## src/rtl/auto_reload_timer_four_consts.vh

```
// Register offsets, field positions and reset values of the auto-reload timer
`ifndef AUTO_RELOAD_TIMER_FOUR_CONSTS_VH
`define AUTO_RELOAD_TIMER_FOUR_CONSTS_VH
`define TMR_OFS_CTRL      4'h0
`define TMR_OFS_LOW       4'h4
`define TMR_OFS_HIGH      4'h8
`define TMR_OFS_AUX       4'hc
`define TMR_CTRL_RESET    8'h00
`define TMR_BIT_CLKSRC    0
`define TMR_BIT_RUN       1
`define TMR_MODE_LO       2
`define TMR_MODE_HI       3
`define TMR_PS_LO         4
`define TMR_PS_HI         5
`define TMR_BIT_RETRIG    6
`define TMR_BIT_OVF       7
`define TMR_MODE_PLAIN    2'b00
`define TMR_MODE_BAUD     2'b01
`define TMR_MODE_RISE     2'b10
`define TMR_MODE_FALL     2'b11
`define TMR_AUX_IE        0
`define TMR_AUX_RXSEL     1
`define TMR_AUX_TXSEL     2
`define TMR_RESP_OKAY     2'b00
`define TMR_RESP_SLVERR   2'b10
`endif

```

## src/rtl/auto_reload_timer_four.v

```verilog
// Auto-reload sixteen-bit timer with baud and edge-trigger modes, AXI4-Lite slave
// What this block does
// - Sixteen-bit up-counter seen as two byte registers.
// - Byte writes load reload; reads return counter.
// - Run bit counts; wrap sets overflow flag outside baud mode.
// - Every overflow copies reload into counter.
// - High-byte write also loads counter from reload.
// - Plain mode sets flag; enabled interrupt raised.
// - Clock-source bit picks pin clock or system.
// - Run bit never clears counter; preload first.
// - Compare drives pin, toggles it each overflow.
// - Baud mode reloads, never requests interrupt.
// - Baud equals clock/2/16/(65536 minus reload).
// - Receiver and transmitter pick timers independently.
// - Edge modes ignore clock-source, use system clock.
// - Edge modes arm, edge starts, overflow halts.
// - Edge while counting ignored unless retrigger set.
// - Count-enable set by edge, cleared by overflow.
// - Mode field: plain, baud, rising, falling.
// - Retrigger bit enables compare in plain mode.
// - Prescaler divides by 1, 8, 64, 256.
// - Pin clock counts falling edges, enables pull-up.
`include "auto_reload_timer_four_consts.vh"
`default_nettype none

module auto_reload_timer_four
(
  input  wire        clock_i,
  input  wire        srst_i,
  input  wire [3:0]  s_axi_awaddr,
  input  wire        s_axi_awvalid,
  output reg         s_axi_awready,
  input  wire [31:0] s_axi_wdata,
  input  wire [3:0]  s_axi_wstrb,
  input  wire        s_axi_wvalid,
  output reg         s_axi_wready,
  output reg  [1:0]  s_axi_bresp,
  output reg         s_axi_bvalid,
  input  wire        s_axi_bready,
  input  wire [3:0]  s_axi_araddr,
  input  wire        s_axi_arvalid,
  output reg         s_axi_arready,
  output reg  [31:0] s_axi_rdata,
  output reg  [1:0]  s_axi_rresp,
  output reg         s_axi_rvalid,
  input  wire        s_axi_rready,
  input  wire        timer_pin_i,
  output reg         timer_pin_o,
  output reg         timer_pin_oe_o,
  output reg         timer_pin_pullup_o,
  output reg         irq_o,
  output reg         baud_tick_o,
  input  wire        alt_baud_tick_i,
  output reg         rx_baud_tick_o,
  output reg         tx_baud_tick_o
);

  // Timer state and bus capture registers
  reg  [7:0]  ctrl_q;          // Timer control register
  reg  [2:0]  aux_q;           // Interrupt enable, receive and transmit timer select
  reg  [15:0] reload_q;        // Hidden reload register
  reg  [15:0] count_q;         // Live counter
  reg         count_en_q;      // Edge-mode count enable
  reg  [7:0]  pscnt_q;         // Prescaler counter
  reg  [4:0]  baud_div_q;      // Overflow divider by 2 x 16
  reg  [1:0]  pin_sync_q;      // Pin synchroniser
  reg         pin_last_q;      // Previous synchronised pin level
  reg  [3:0]  aw_addr_q;       // Captured write address
  reg         aw_have_q;       // Write address held
  reg  [31:0] w_data_q;        // Captured write data
  reg  [3:0]  w_strb_q;        // Captured byte strobes
  reg         w_have_q;        // Write data held

  wire [1:0] mode       = ctrl_q[`TMR_MODE_HI:`TMR_MODE_LO];
  wire       edge_mode  = mode[1];
  wire       run        = ctrl_q[`TMR_BIT_RUN];
  wire       retrig     = ctrl_q[`TMR_BIT_RETRIG];
  // Edge modes force the system clock whatever the source bit says
  wire       ext_clk    = ctrl_q[`TMR_BIT_CLKSRC] & ~edge_mode;
  wire       compare_on = (mode == `TMR_MODE_PLAIN) & retrig;
  wire       pin_s      = pin_sync_q[1];
  wire       pin_rise   = pin_s & ~pin_last_q;
  wire       pin_fall   = ~pin_s & pin_last_q;
  // Trigger edge chosen by the low mode bit
  wire       trig_edge  = edge_mode & (mode[0] ? pin_fall : pin_rise);

  // Prescaler terminal count for the selected ratio
  function [7:0] ps_limit;
    input [1:0] sel;
    begin
      case (sel)
        2'b00:   ps_limit = 8'h00;
        2'b01:   ps_limit = 8'h07;
        2'b10:   ps_limit = 8'h3f;
        default: ps_limit = 8'hff;
      endcase
    end
  endfunction

  // External clock counts on falling pin edges; system clock counts every cycle
  wire src_tick  = ext_clk ? pin_fall : 1'b1;
  wire ps_wrap   = (pscnt_q == ps_limit(ctrl_q[`TMR_PS_HI:`TMR_PS_LO]));
  wire gate      = run & (~edge_mode | count_en_q);
  wire inc       = gate & src_tick & ps_wrap;
  wire overflow  = inc & (count_q == 16'hffff);
  wire retrig_ok = run & trig_edge & (~count_en_q | retrig);

  // Write path: a write fires once both address and data are held
  wire        wr_fire = aw_have_q & w_have_q & ~s_axi_bvalid;
  wire        wr_low  = wr_fire & (aw_addr_q == `TMR_OFS_LOW) & w_strb_q[0];
  wire        wr_high = wr_fire & (aw_addr_q == `TMR_OFS_HIGH) & w_strb_q[0];
  wire        wr_ctrl = wr_fire & (aw_addr_q == `TMR_OFS_CTRL) & w_strb_q[0];
  wire        wr_aux  = wr_fire & (aw_addr_q == `TMR_OFS_AUX) & w_strb_q[0];
  wire        wr_map  = (aw_addr_q == `TMR_OFS_CTRL) | (aw_addr_q == `TMR_OFS_LOW) |
                        (aw_addr_q == `TMR_OFS_HIGH) | (aw_addr_q == `TMR_OFS_AUX);

  // Pin synchroniser and edge history
  always @(posedge clock_i)
  begin
    if (srst_i)
    begin
      pin_sync_q <= 2'b11;
      pin_last_q <= 1'b1;
    end
    else
    begin
      pin_sync_q <= {pin_sync_q[0], timer_pin_i};
      pin_last_q <= pin_s;
    end
  end

  // Prescaler advances on each source tick while the timer is gated on
  always @(posedge clock_i)
  begin
    if (srst_i)
      pscnt_q <= 8'h00;
    else if (~gate)
      pscnt_q <= 8'h00;
    else if (src_tick)
      pscnt_q <= ps_wrap ? 8'h00 : pscnt_q + 8'h01;
  end

  // Reload, counter and edge-mode enable
  always @(posedge clock_i)
  begin
    if (srst_i)
    begin
      reload_q   <= 16'h0000;
      count_q    <= 16'h0000;
      count_en_q <= 1'b0;
    end
    else
    begin
      // Byte writes land in the reload register; a high-byte write also loads the counter
      if (wr_low)
        reload_q[7:0] <= w_data_q[7:0];
      if (wr_high)
        reload_q[15:8] <= w_data_q[7:0];
      // High-byte write transfers the freshly assembled value at once
      if (wr_high)
        count_q <= {w_data_q[7:0], reload_q[7:0]};
      else if (overflow)
        count_q <= reload_q;
      else if (retrig_ok & count_en_q)
        count_q <= reload_q;
      else if (inc)
        count_q <= count_q + 16'h0001;
      // Enable is cleared on overflow; a same-cycle edge still wins if it may retrigger
      if (~edge_mode | ~run)
        count_en_q <= 1'b0;
      else if (retrig_ok)
        count_en_q <= 1'b1;
      else if (overflow)
        count_en_q <= 1'b0;
    end
  end

  // Control registers; the hardware-set flag beats a software clear
  always @(posedge clock_i)
  begin
    if (srst_i)
    begin
      ctrl_q <= `TMR_CTRL_RESET;
      aux_q  <= 3'b000;
    end
    else
    begin
      if (wr_ctrl)
        ctrl_q <= w_data_q[7:0];
      if (overflow & (mode != `TMR_MODE_BAUD))
        ctrl_q[`TMR_BIT_OVF] <= 1'b1;
      if (wr_aux)
        aux_q <= w_data_q[2:0];
    end
  end

  // Pin outputs, interrupt and baud ticks, all registered
  always @(posedge clock_i)
  begin
    if (srst_i)
    begin
      timer_pin_o        <= 1'b0;
      timer_pin_oe_o     <= 1'b0;
      timer_pin_pullup_o <= 1'b0;
      irq_o              <= 1'b0;
      baud_div_q         <= 5'h00;
      baud_tick_o        <= 1'b0;
      rx_baud_tick_o     <= 1'b0;
      tx_baud_tick_o     <= 1'b0;
    end
    else
    begin
      timer_pin_oe_o     <= compare_on;
      if (compare_on & overflow)
        timer_pin_o <= ~timer_pin_o;
      timer_pin_pullup_o <= ext_clk;
      // Baud mode never requests an interrupt
      irq_o <= ctrl_q[`TMR_BIT_OVF] & aux_q[`TMR_AUX_IE] &
               (mode != `TMR_MODE_BAUD);
      // Overflows divided by 32 give the serial bit rate
      if (overflow & (mode == `TMR_MODE_BAUD))
        baud_div_q <= baud_div_q + 5'h01;
      baud_tick_o    <= overflow & (mode == `TMR_MODE_BAUD) & (baud_div_q == 5'h1f);
      // Each direction may take its rate from this timer or the other one
      rx_baud_tick_o <= aux_q[`TMR_AUX_RXSEL] ? alt_baud_tick_i :
                        (overflow & (mode == `TMR_MODE_BAUD) & (baud_div_q == 5'h1f));
      tx_baud_tick_o <= aux_q[`TMR_AUX_TXSEL] ? alt_baud_tick_i :
                        (overflow & (mode == `TMR_MODE_BAUD) & (baud_div_q == 5'h1f));
    end
  end

  // AXI4-Lite write channels: address and data taken independently
  always @(posedge clock_i)
  begin
    if (srst_i)
    begin
      s_axi_awready <= 1'b1;
      s_axi_wready  <= 1'b1;
      aw_have_q     <= 1'b0;
      w_have_q      <= 1'b0;
      aw_addr_q     <= 4'h0;
      w_data_q      <= 32'h00000000;
      w_strb_q      <= 4'h0;
      s_axi_bvalid  <= 1'b0;
      s_axi_bresp   <= `TMR_RESP_OKAY;
    end
    else
    begin
      if (s_axi_awvalid & s_axi_awready)
      begin
        // Full address kept so that an unaligned write is refused, not aliased
        aw_addr_q     <= s_axi_awaddr;
        aw_have_q     <= 1'b1;
        s_axi_awready <= 1'b0;
      end
      if (s_axi_wvalid & s_axi_wready)
      begin
        w_data_q     <= s_axi_wdata;
        w_strb_q     <= s_axi_wstrb;
        w_have_q     <= 1'b1;
        s_axi_wready <= 1'b0;
      end
      if (wr_fire)
      begin
        s_axi_bvalid <= 1'b1;
        s_axi_bresp  <= wr_map ? `TMR_RESP_OKAY : `TMR_RESP_SLVERR;
        aw_have_q    <= 1'b0;
        w_have_q     <= 1'b0;
      end
      // Channels reopen only after the response is taken
      if (s_axi_bvalid & s_axi_bready)
      begin
        s_axi_bvalid  <= 1'b0;
        s_axi_awready <= 1'b1;
        s_axi_wready  <= 1'b1;
      end
    end
  end

  // AXI4-Lite read channel; data registers return the live count
  always @(posedge clock_i)
  begin
    if (srst_i)
    begin
      s_axi_arready <= 1'b1;
      s_axi_rvalid  <= 1'b0;
      s_axi_rdata   <= 32'h00000000;
      s_axi_rresp   <= `TMR_RESP_OKAY;
    end
    else if (s_axi_arvalid & s_axi_arready)
    begin
      s_axi_arready <= 1'b0;
      s_axi_rvalid  <= 1'b1;
      s_axi_rresp   <= `TMR_RESP_OKAY;
      // Unaligned or unused addresses read as zero
      case (s_axi_araddr)
        `TMR_OFS_CTRL: s_axi_rdata <= {24'h000000, ctrl_q};
        `TMR_OFS_LOW:  s_axi_rdata <= {24'h000000, count_q[7:0]};
        `TMR_OFS_HIGH: s_axi_rdata <= {24'h000000, count_q[15:8]};
        `TMR_OFS_AUX:  s_axi_rdata <= {29'h00000000, aux_q};
        default:       s_axi_rdata <= 32'h00000000;
      endcase
    end
    else if (s_axi_rvalid & s_axi_rready)
    begin
      s_axi_rvalid  <= 1'b0;
      s_axi_arready <= 1'b1;
    end
  end

endmodule // auto_reload_timer_four

`default_nettype wire

```

## config.mk

```make
export PLATFORM = sky130hd
export DESIGN_NAME = auto_reload_timer_four
export DESIGN_NICKNAME = d
export VERILOG_FILES = /design/src/rtl/auto_reload_timer_four.v
export VERILOG_INCLUDE_DIRS = /design/src /design/src/rtl
export SDC_FILE = /design/constraint.sdc
export NUM_CORES = 1
export LEC_CHECK = 0
export ABC_AREA = 1
export BUFFER_PORTS_ARGS = -buffer_cell sky130_fd_sc_hd__clkbuf_2
export CORE_MARGIN = 5
export CORE_UTILIZATION = 55
export DETAILED_ROUTE_END_ITERATION = 12
export PLACE_DENSITY_LB_ADDON = 0.12
export SLEW_MARGIN = 20
export SYNTH_ARGS = -nofsm -noshare
export SYNTH_HDL_FRONTEND = slang
export SYNTH_SLANG_ARGS = --single-unit
```

## constraint.sdc

```tcl
create_clock -name clock_i -period 2 [get_ports clock_i]
set_input_delay 0.5 -clock clock_i [delete_from_list [all_inputs] [get_ports clock_i]]
set_output_delay 0.5 -clock clock_i [all_outputs]
set_load 0.1 [all_outputs]
```

-- Word level (Yosys, flattened, before mapping)
Cells that the tools add are included.
Widths: inputs -> output; s select.
- add/sub/neg operators: 3
- equality and inequality tests: 13
- muxes and demuxes: 20
- $lt $le $gt $ge: 0
- div/mod/pow operators: 0
- shift-type cells: 0
- reduce and logical (&&, ||, !) cells: 12
- multipliers: 0
- bitwise operators: 47
- operator list (operator ; number):
    $mux 16 ; 4
    $and 1x1->1 ; 33
    $pmux 8 s4 ; 1
    $pmux 8 s3 ; 1
    $add 16x1->16 const B ; 1
    $eq 16x16->1 const B ; 1
    $eq 4x4->1 const B ; 4
    $mux 8 ; 2
    $mux 1 ; 11
    $add 8x1->8 const B ; 1
    $eq 4x3->1 const B ; 2
    $eq 8x8->1 ; 1
    $logic_not 4->1 ; 2
    $not 1->1 ; 8
    $reduce_or 2->1 ; 4
    $or 1x1->1 ; 6
    $reduce_bool 2->1 ; 3
    $add 5x1->5 const B ; 1
    $eq 5x5->1 const B ; 1
    $eq 2x1->1 const B ; 2
    $logic_not 2->1 ; 2
    $reduce_bool 4->1 ; 1
    $eq 2x2->1 const B ; 1
    $mux 2 ; 1
    $ne 2x1->1 const B ; 1
- bits in latches: 0
- flip-flop bits (word level): 121
- memory bits (read-only): 0
- bits in writable memories: 0
- word-level logic and storage cells: 125
- output and inout port bits: 48
- memories kept: 0

-- Depth between registers and ports, before layout
- depth in word-level cells: 10
- gate-level depth with buffers: 13
- mapped depth without buffers: 13

-- Least setup slack after synthesis
OpenSTA, ideal clock, no wires.
- path kind: reg-to-reg
- start point: register s_axi_bvalid
- end point: register count_q[14]
- path slack: 6 ps
- clock period less this slack: 1994 ps
- data required time: 1881 ps
- cell stages (with the launch flop): 9
- buffers on the path: 1
- arrival time: 1875 ps
- cell sequence: dfxtp_1 -> nor3_4 -> nand3_2 -> nand2_1 -> inv_2 -> nand2_4 -> buf_6 -> o21ai_1 -> a21oi_2
- longest elaborated chain between the ends: 5
- elaborated cells between the ends (all ways): 6
- RTL lines (element ; line ; source):
    from (decl) ; auto_reload_timer_four.v:38 ; output reg s_axi_bvalid,
    from (signal assigned) ; auto_reload_timer_four.v:244 ; s_axi_bvalid <= 1'b0;
    from (signal assigned) ; auto_reload_timer_four.v:265 ; s_axi_bvalid <= 1'b1;
    from (signal assigned) ; auto_reload_timer_four.v:273 ; s_axi_bvalid <= 1'b0;
    $not 1->1 * ; auto_reload_timer_four.v:109 ; wire wr_fire = aw_have_q & w_have_q & ~s_axi_bvalid;
    $and 1x1->1 * ; auto_reload_timer_four.v:109 ;
    $and 1x1->1 * (2 in series) ; auto_reload_timer_four.v:111 ; wire wr_high = wr_fire & (aw_addr_q == `TMR_OFS_HIGH) & w_strb_q[0];
    $reduce_bool 4->1 (no source line) or $mux 16 (tied branches) ; -- ;
    to (signal assigned) ; auto_reload_timer_four.v:161 ; count_q <= {w_data_q[7:0], reload_q[7:0]};
    to (signal assigned) ; auto_reload_timer_four.v:163 ; count_q <= reload_q;
    to (signal assigned) ; auto_reload_timer_four.v:165 ; count_q <= reload_q;
    to (decl) ; auto_reload_timer_four.v:62 ; reg [15:0] count_q;
Mark *: on every way between the ends. The rest lies on a longest branch, timed or not.
A chain may end at the register's enable or synchronous reset.

-- Worst setup path in the final report
- start point: register count_q[0]
- end point: register count_q[3]
- longest elaborated chain between the ends: 5
- elaborated cells between the ends (all ways): 8
- RTL lines (element ; line ; source):
    $add 16x1->16 ; auto_reload_timer_four.v:167 ; count_q <= count_q + 16'h0001;
    $mux 16 ; auto_reload_timer_four.v:166 ; else if (inc)
    $mux 16 ; auto_reload_timer_four.v:164 ; else if (retrig_ok & count_en_q)
    $mux 16 ; auto_reload_timer_four.v:162 ; else if (overflow)
    $mux 16 ; auto_reload_timer_four.v:160 ; if (wr_high)
Several ways; a longest one is shown, not always the timed one. The select of a mux whose other input is x is not followed.

==> impl_metrics.env <==
export IMPL_status="finished, final reports clean"
export IMPL_hold_class="in2reg"
export IMPL_swShare=0.3131
export IMPL_crit_family="simple AND/OR/NAND/NOR gates"
export IMPL_core_um2=8636
export IMPL_synth_edf_count=0
export IMPL_synth_commonest_cells="nand2_1 (110), dfxtp_1 (96), inv_1 (82), nor2_1 (66), a21oi_1 (54)"
export IMPL_ys_ff_latch=96
export IMPL_viasPerCell=5.202
export IMPL_p_leak_nw=2.311
export IMPL_antenna_cells=0
export IMPL_ir_drop_uv=427.7
export IMPL_stdcell_area_um2=5399
export IMPL_dieArea_um2=10750
export IMPL_clk_latency_ns=0.38
export IMPL_cp_common_cell="nor2_4"
export IMPL_rrSetupSlack_ns=0.15
export IMPL_grt_max_degree=27
export IMPL_synth_top_flop_cell="dfxtp_1"
export IMPL_synthArstFlopShare=0
export IMPL_die_h_um=103.7
export IMPL_ios=101
export IMPL_yosysTopAreaCellShare=0.3983
export IMPL_synthCells=660
export IMPL_combPwrFrac=0.132
export IMPL_skew_ns=0.01204
export IMPL_whs_path_depth=2
export IMPL_clock_sinks=96
export IMPL_setup_slack_ns=0.1538
export IMPL_path_cells="ha_1 -> nand2_2 -> nor2_4 -> nand4_4 -> nor2_4 -> nand3_4 -> buf_4 -> nand3_1 -> nand2_1 -> a21oi_2"
export IMPL_crit_fanout=8
export IMPL_grt_antenna_before_repair=0
export IMPL_cts_buffers=9
export IMPL_grt_pass1_vias=4089
export IMPL_p_switching_mw=1.216
export IMPL_clockBufferDepth=2
export IMPL_slowest_delay_ns=0.37
export IMPL_grt_pass1_wl_um=19250
export IMPL_postPlaceCellArea_um2=5136
export IMPL_final_core_util=0.6252
export IMPL_track_usage=0.2139
export IMPL_ys_warn_count=0
export IMPL_num_vias=4333
export IMPL_relSlewSlack=0.6377
export IMPL_cp_arrival_ns=2.17
export IMPL_rr_worst_depth=10
export IMPL_gr_total_overflow=0
export IMPL_drc=0
export IMPL_dp_final_hpwl_um=8657
export IMPL_hold_start="timer_pin_i"
export IMPL_drt_iter0_drc=177
export IMPL_place_congestion=0.8549
export IMPL_seq_area_um2=1922
export IMPL_worstSetupPathType="reg2reg"
export IMPL_worst_r2r_endpoint="count_q[3]$_SDFFE_PP0P_"
export IMPL_nets=777
export IMPL_place_ws_ns=0.09670
export IMPL_critical_path_slowest_cell="dfxtp_1"
export IMPL_root_buffer="clkbuf_8"
export IMPL_holdPathEnd="pin_sync_q[0]$_SDFF_PP1_"
export IMPL_h_tree_depth=3
export IMPL_whs_ns=0.2944
export IMPL_drv_cap=0
export IMPL_cp_end_kind="flip-flop"
export IMPL_cts_tree="done"
export IMPL_dr_pass1_iters=5
export IMPL_worst_pin_slew_ns=0.5457
export IMPL_fillers=810
export IMPL_fin_crit_sh=0.9231
export IMPL_required_ns=2.32
export IMPL_p_seq_frac=0.514
export IMPL_syn_area_um2=4825
export IMPL_area_growth_pct=11.90
export IMPL_layout_drive_gt1_share=0.1738
export IMPL_path_buf_inv=1
export IMPL_wire_per_inst_um=13.78
export IMPL_internal_power_mw=2.669
export IMPL_finalSetupViolCount=0
export IMPL_ys_seq_area_frac=0.3983
export IMPL_rr_startpoint="count_q[0]$_SDFFE_PP0P_"
export IMPL_std_cell_rows=34
export IMPL_portBuffers=46
export IMPL_total_power_mw=3.885
export IMPL_antenna_left=0
export IMPL_cp_depth=10
export IMPL_synth_top_area_cell="dfxtp_1"
export IMPL_chipWidth_um=103.7
export IMPL_hold_viol=0
export IMPL_yosysUniqueCellTypes=41
export IMPL_crit_path_start_kind="flip-flop"
export IMPL_start_util=0.5587
export IMPL_path_clk_slew_ns=0.10
export IMPL_pwr_share_clk=0.355
export IMPL_powerDensity_nw_per_um2=719.6
export IMPL_totalWireLength_um=11480
export IMPL_synthTopCellsByArea="dfxtp_1 (40%), nand2_1 (8.6%), inv_1 (6.4%)"
export IMPL_syn_avg_cell_area_um2=7.310
export IMPL_multiInputGateArea_um2=2405
export IMPL_fin_crit_ns=1.846
export IMPL_yosysMostFrequentCell="nand2_1"
export IMPL_slew_viol_final=0
export IMPL_clock_fmax_mhz=541.6
what timing repair did:
item | in CTS | in global routing
resized for setup | 0 | 4
buffers inserted | 0 | 3
endpoints found under the setup margin | 0 | 20
hold buffers | 0 | 0
registers in the layout, indices dropped and copies added, names as in the netlist, 2 cells and up:
name	count
aux_q	3
s_axi_rdata	8
pin_sync_q	2
ctrl_q	8
w_data_q	8
count_q	16
pscnt_q	8
reload_q	16
aw_addr_q	4
baud_div_q	5
final cells by class:
| cell class | count | share of cell area |
|---|---|---|
| Clock buffer | 10 | 0.02549 |
| Inverter | 87 | 0.06049 |
| Clock inverter | 6 | 0.01344 |
| Timing Repair Buffer | 67 | 0.07416 |
| Tap cell | 108 | 0.02503 |
| Multi-Input combinational cell | 459 | 0.4454 |
| Sequential cell | 96 | 0.3560 |
metrics by stage:
step,instances,setup TNS [ns]
finish,833,0
global route,833,-0.01464
CTS,829,0
detailed placement,813,0
global placement,813,0
floorplan,686,0
routing by layer:
layer / vias up / global-route usage / routed length [um] / part of all wire
met5: - / 0 / 0 / 0
met4: 0 / 0.09158 / 358 / 0.031
met3: 26 / 0.04602 / 769 / 0.067
met2: 150 / 0.3406 / 5255 / 0.46
met1: 1945 / 0.2797 / 5093 / 0.44
li1: 2212 / - / - / -
power by group through the flow:
stage	Clock, mW	Combinational (mW)	Sequential, mW
finish	1.38	0.511	2.00
global route	1.48	0.541	2.00
CTS	1.39	0.509	2.00
detailed placement	0	0.508	2.04
global placement	0	0.503	2.04
floorplan	0	0.397	2.09
cell families after synthesis:
family | after synthesis | synth area share
and+or+nand+nor | 257 | 0.2531
DFF | 96 | 0.3983
xor gates and xnor gates | 18 | 0.03268
AOI/OAI and AO/OA | 152 | 0.1751
buffers and inverters | 132 | 0.1297
other | 1 | 0.0007773
adders and majority gates | 4 | 0.01037
worst max-delay path by stage:
stage                                           end                 startpoint  slack, ns
final                       count_q[3]$_SDFFE_PP0P_    count_q[0]$_SDFFE_PP0P_       0.15
after global placement    tx_baud_tick_o$_SDFF_PP0_    count_q[0]$_SDFFE_PP0P_       0.15
after global routing       count_q[10]$_SDFFE_PP0P_     ctrl_q[3]$_SDFFE_PP0P_      -0.01
after detailed placement  rx_baud_tick_o$_SDFF_PP0_    count_q[0]$_SDFFE_PP0P_        0.1
after floorplan            count_q[14]$_SDFFE_PP0P_  s_axi_bvalid$_SDFFE_PP0N_      0.006
after CTS                 rx_baud_tick_o$_SDFF_PP0_    count_q[0]$_SDFFE_PP0P_       0.07
layout by cell type, fill, tap and decap left out, types with 11 or more instances in the layout:
cell type / count
a21oi_1: 54
nand3_1: 37
conb_1: 27
dfxtp_1: 96
o22ai_1: 11
nor2_1: 66
xor2_1: 15
nand2_1: 110
clkbuf_2: 46
buf_4: 20
o21ai_0: 52
inv_1: 82
o21ai_1: 13
No activity file was read; power rests on OpenSTA's default activity.
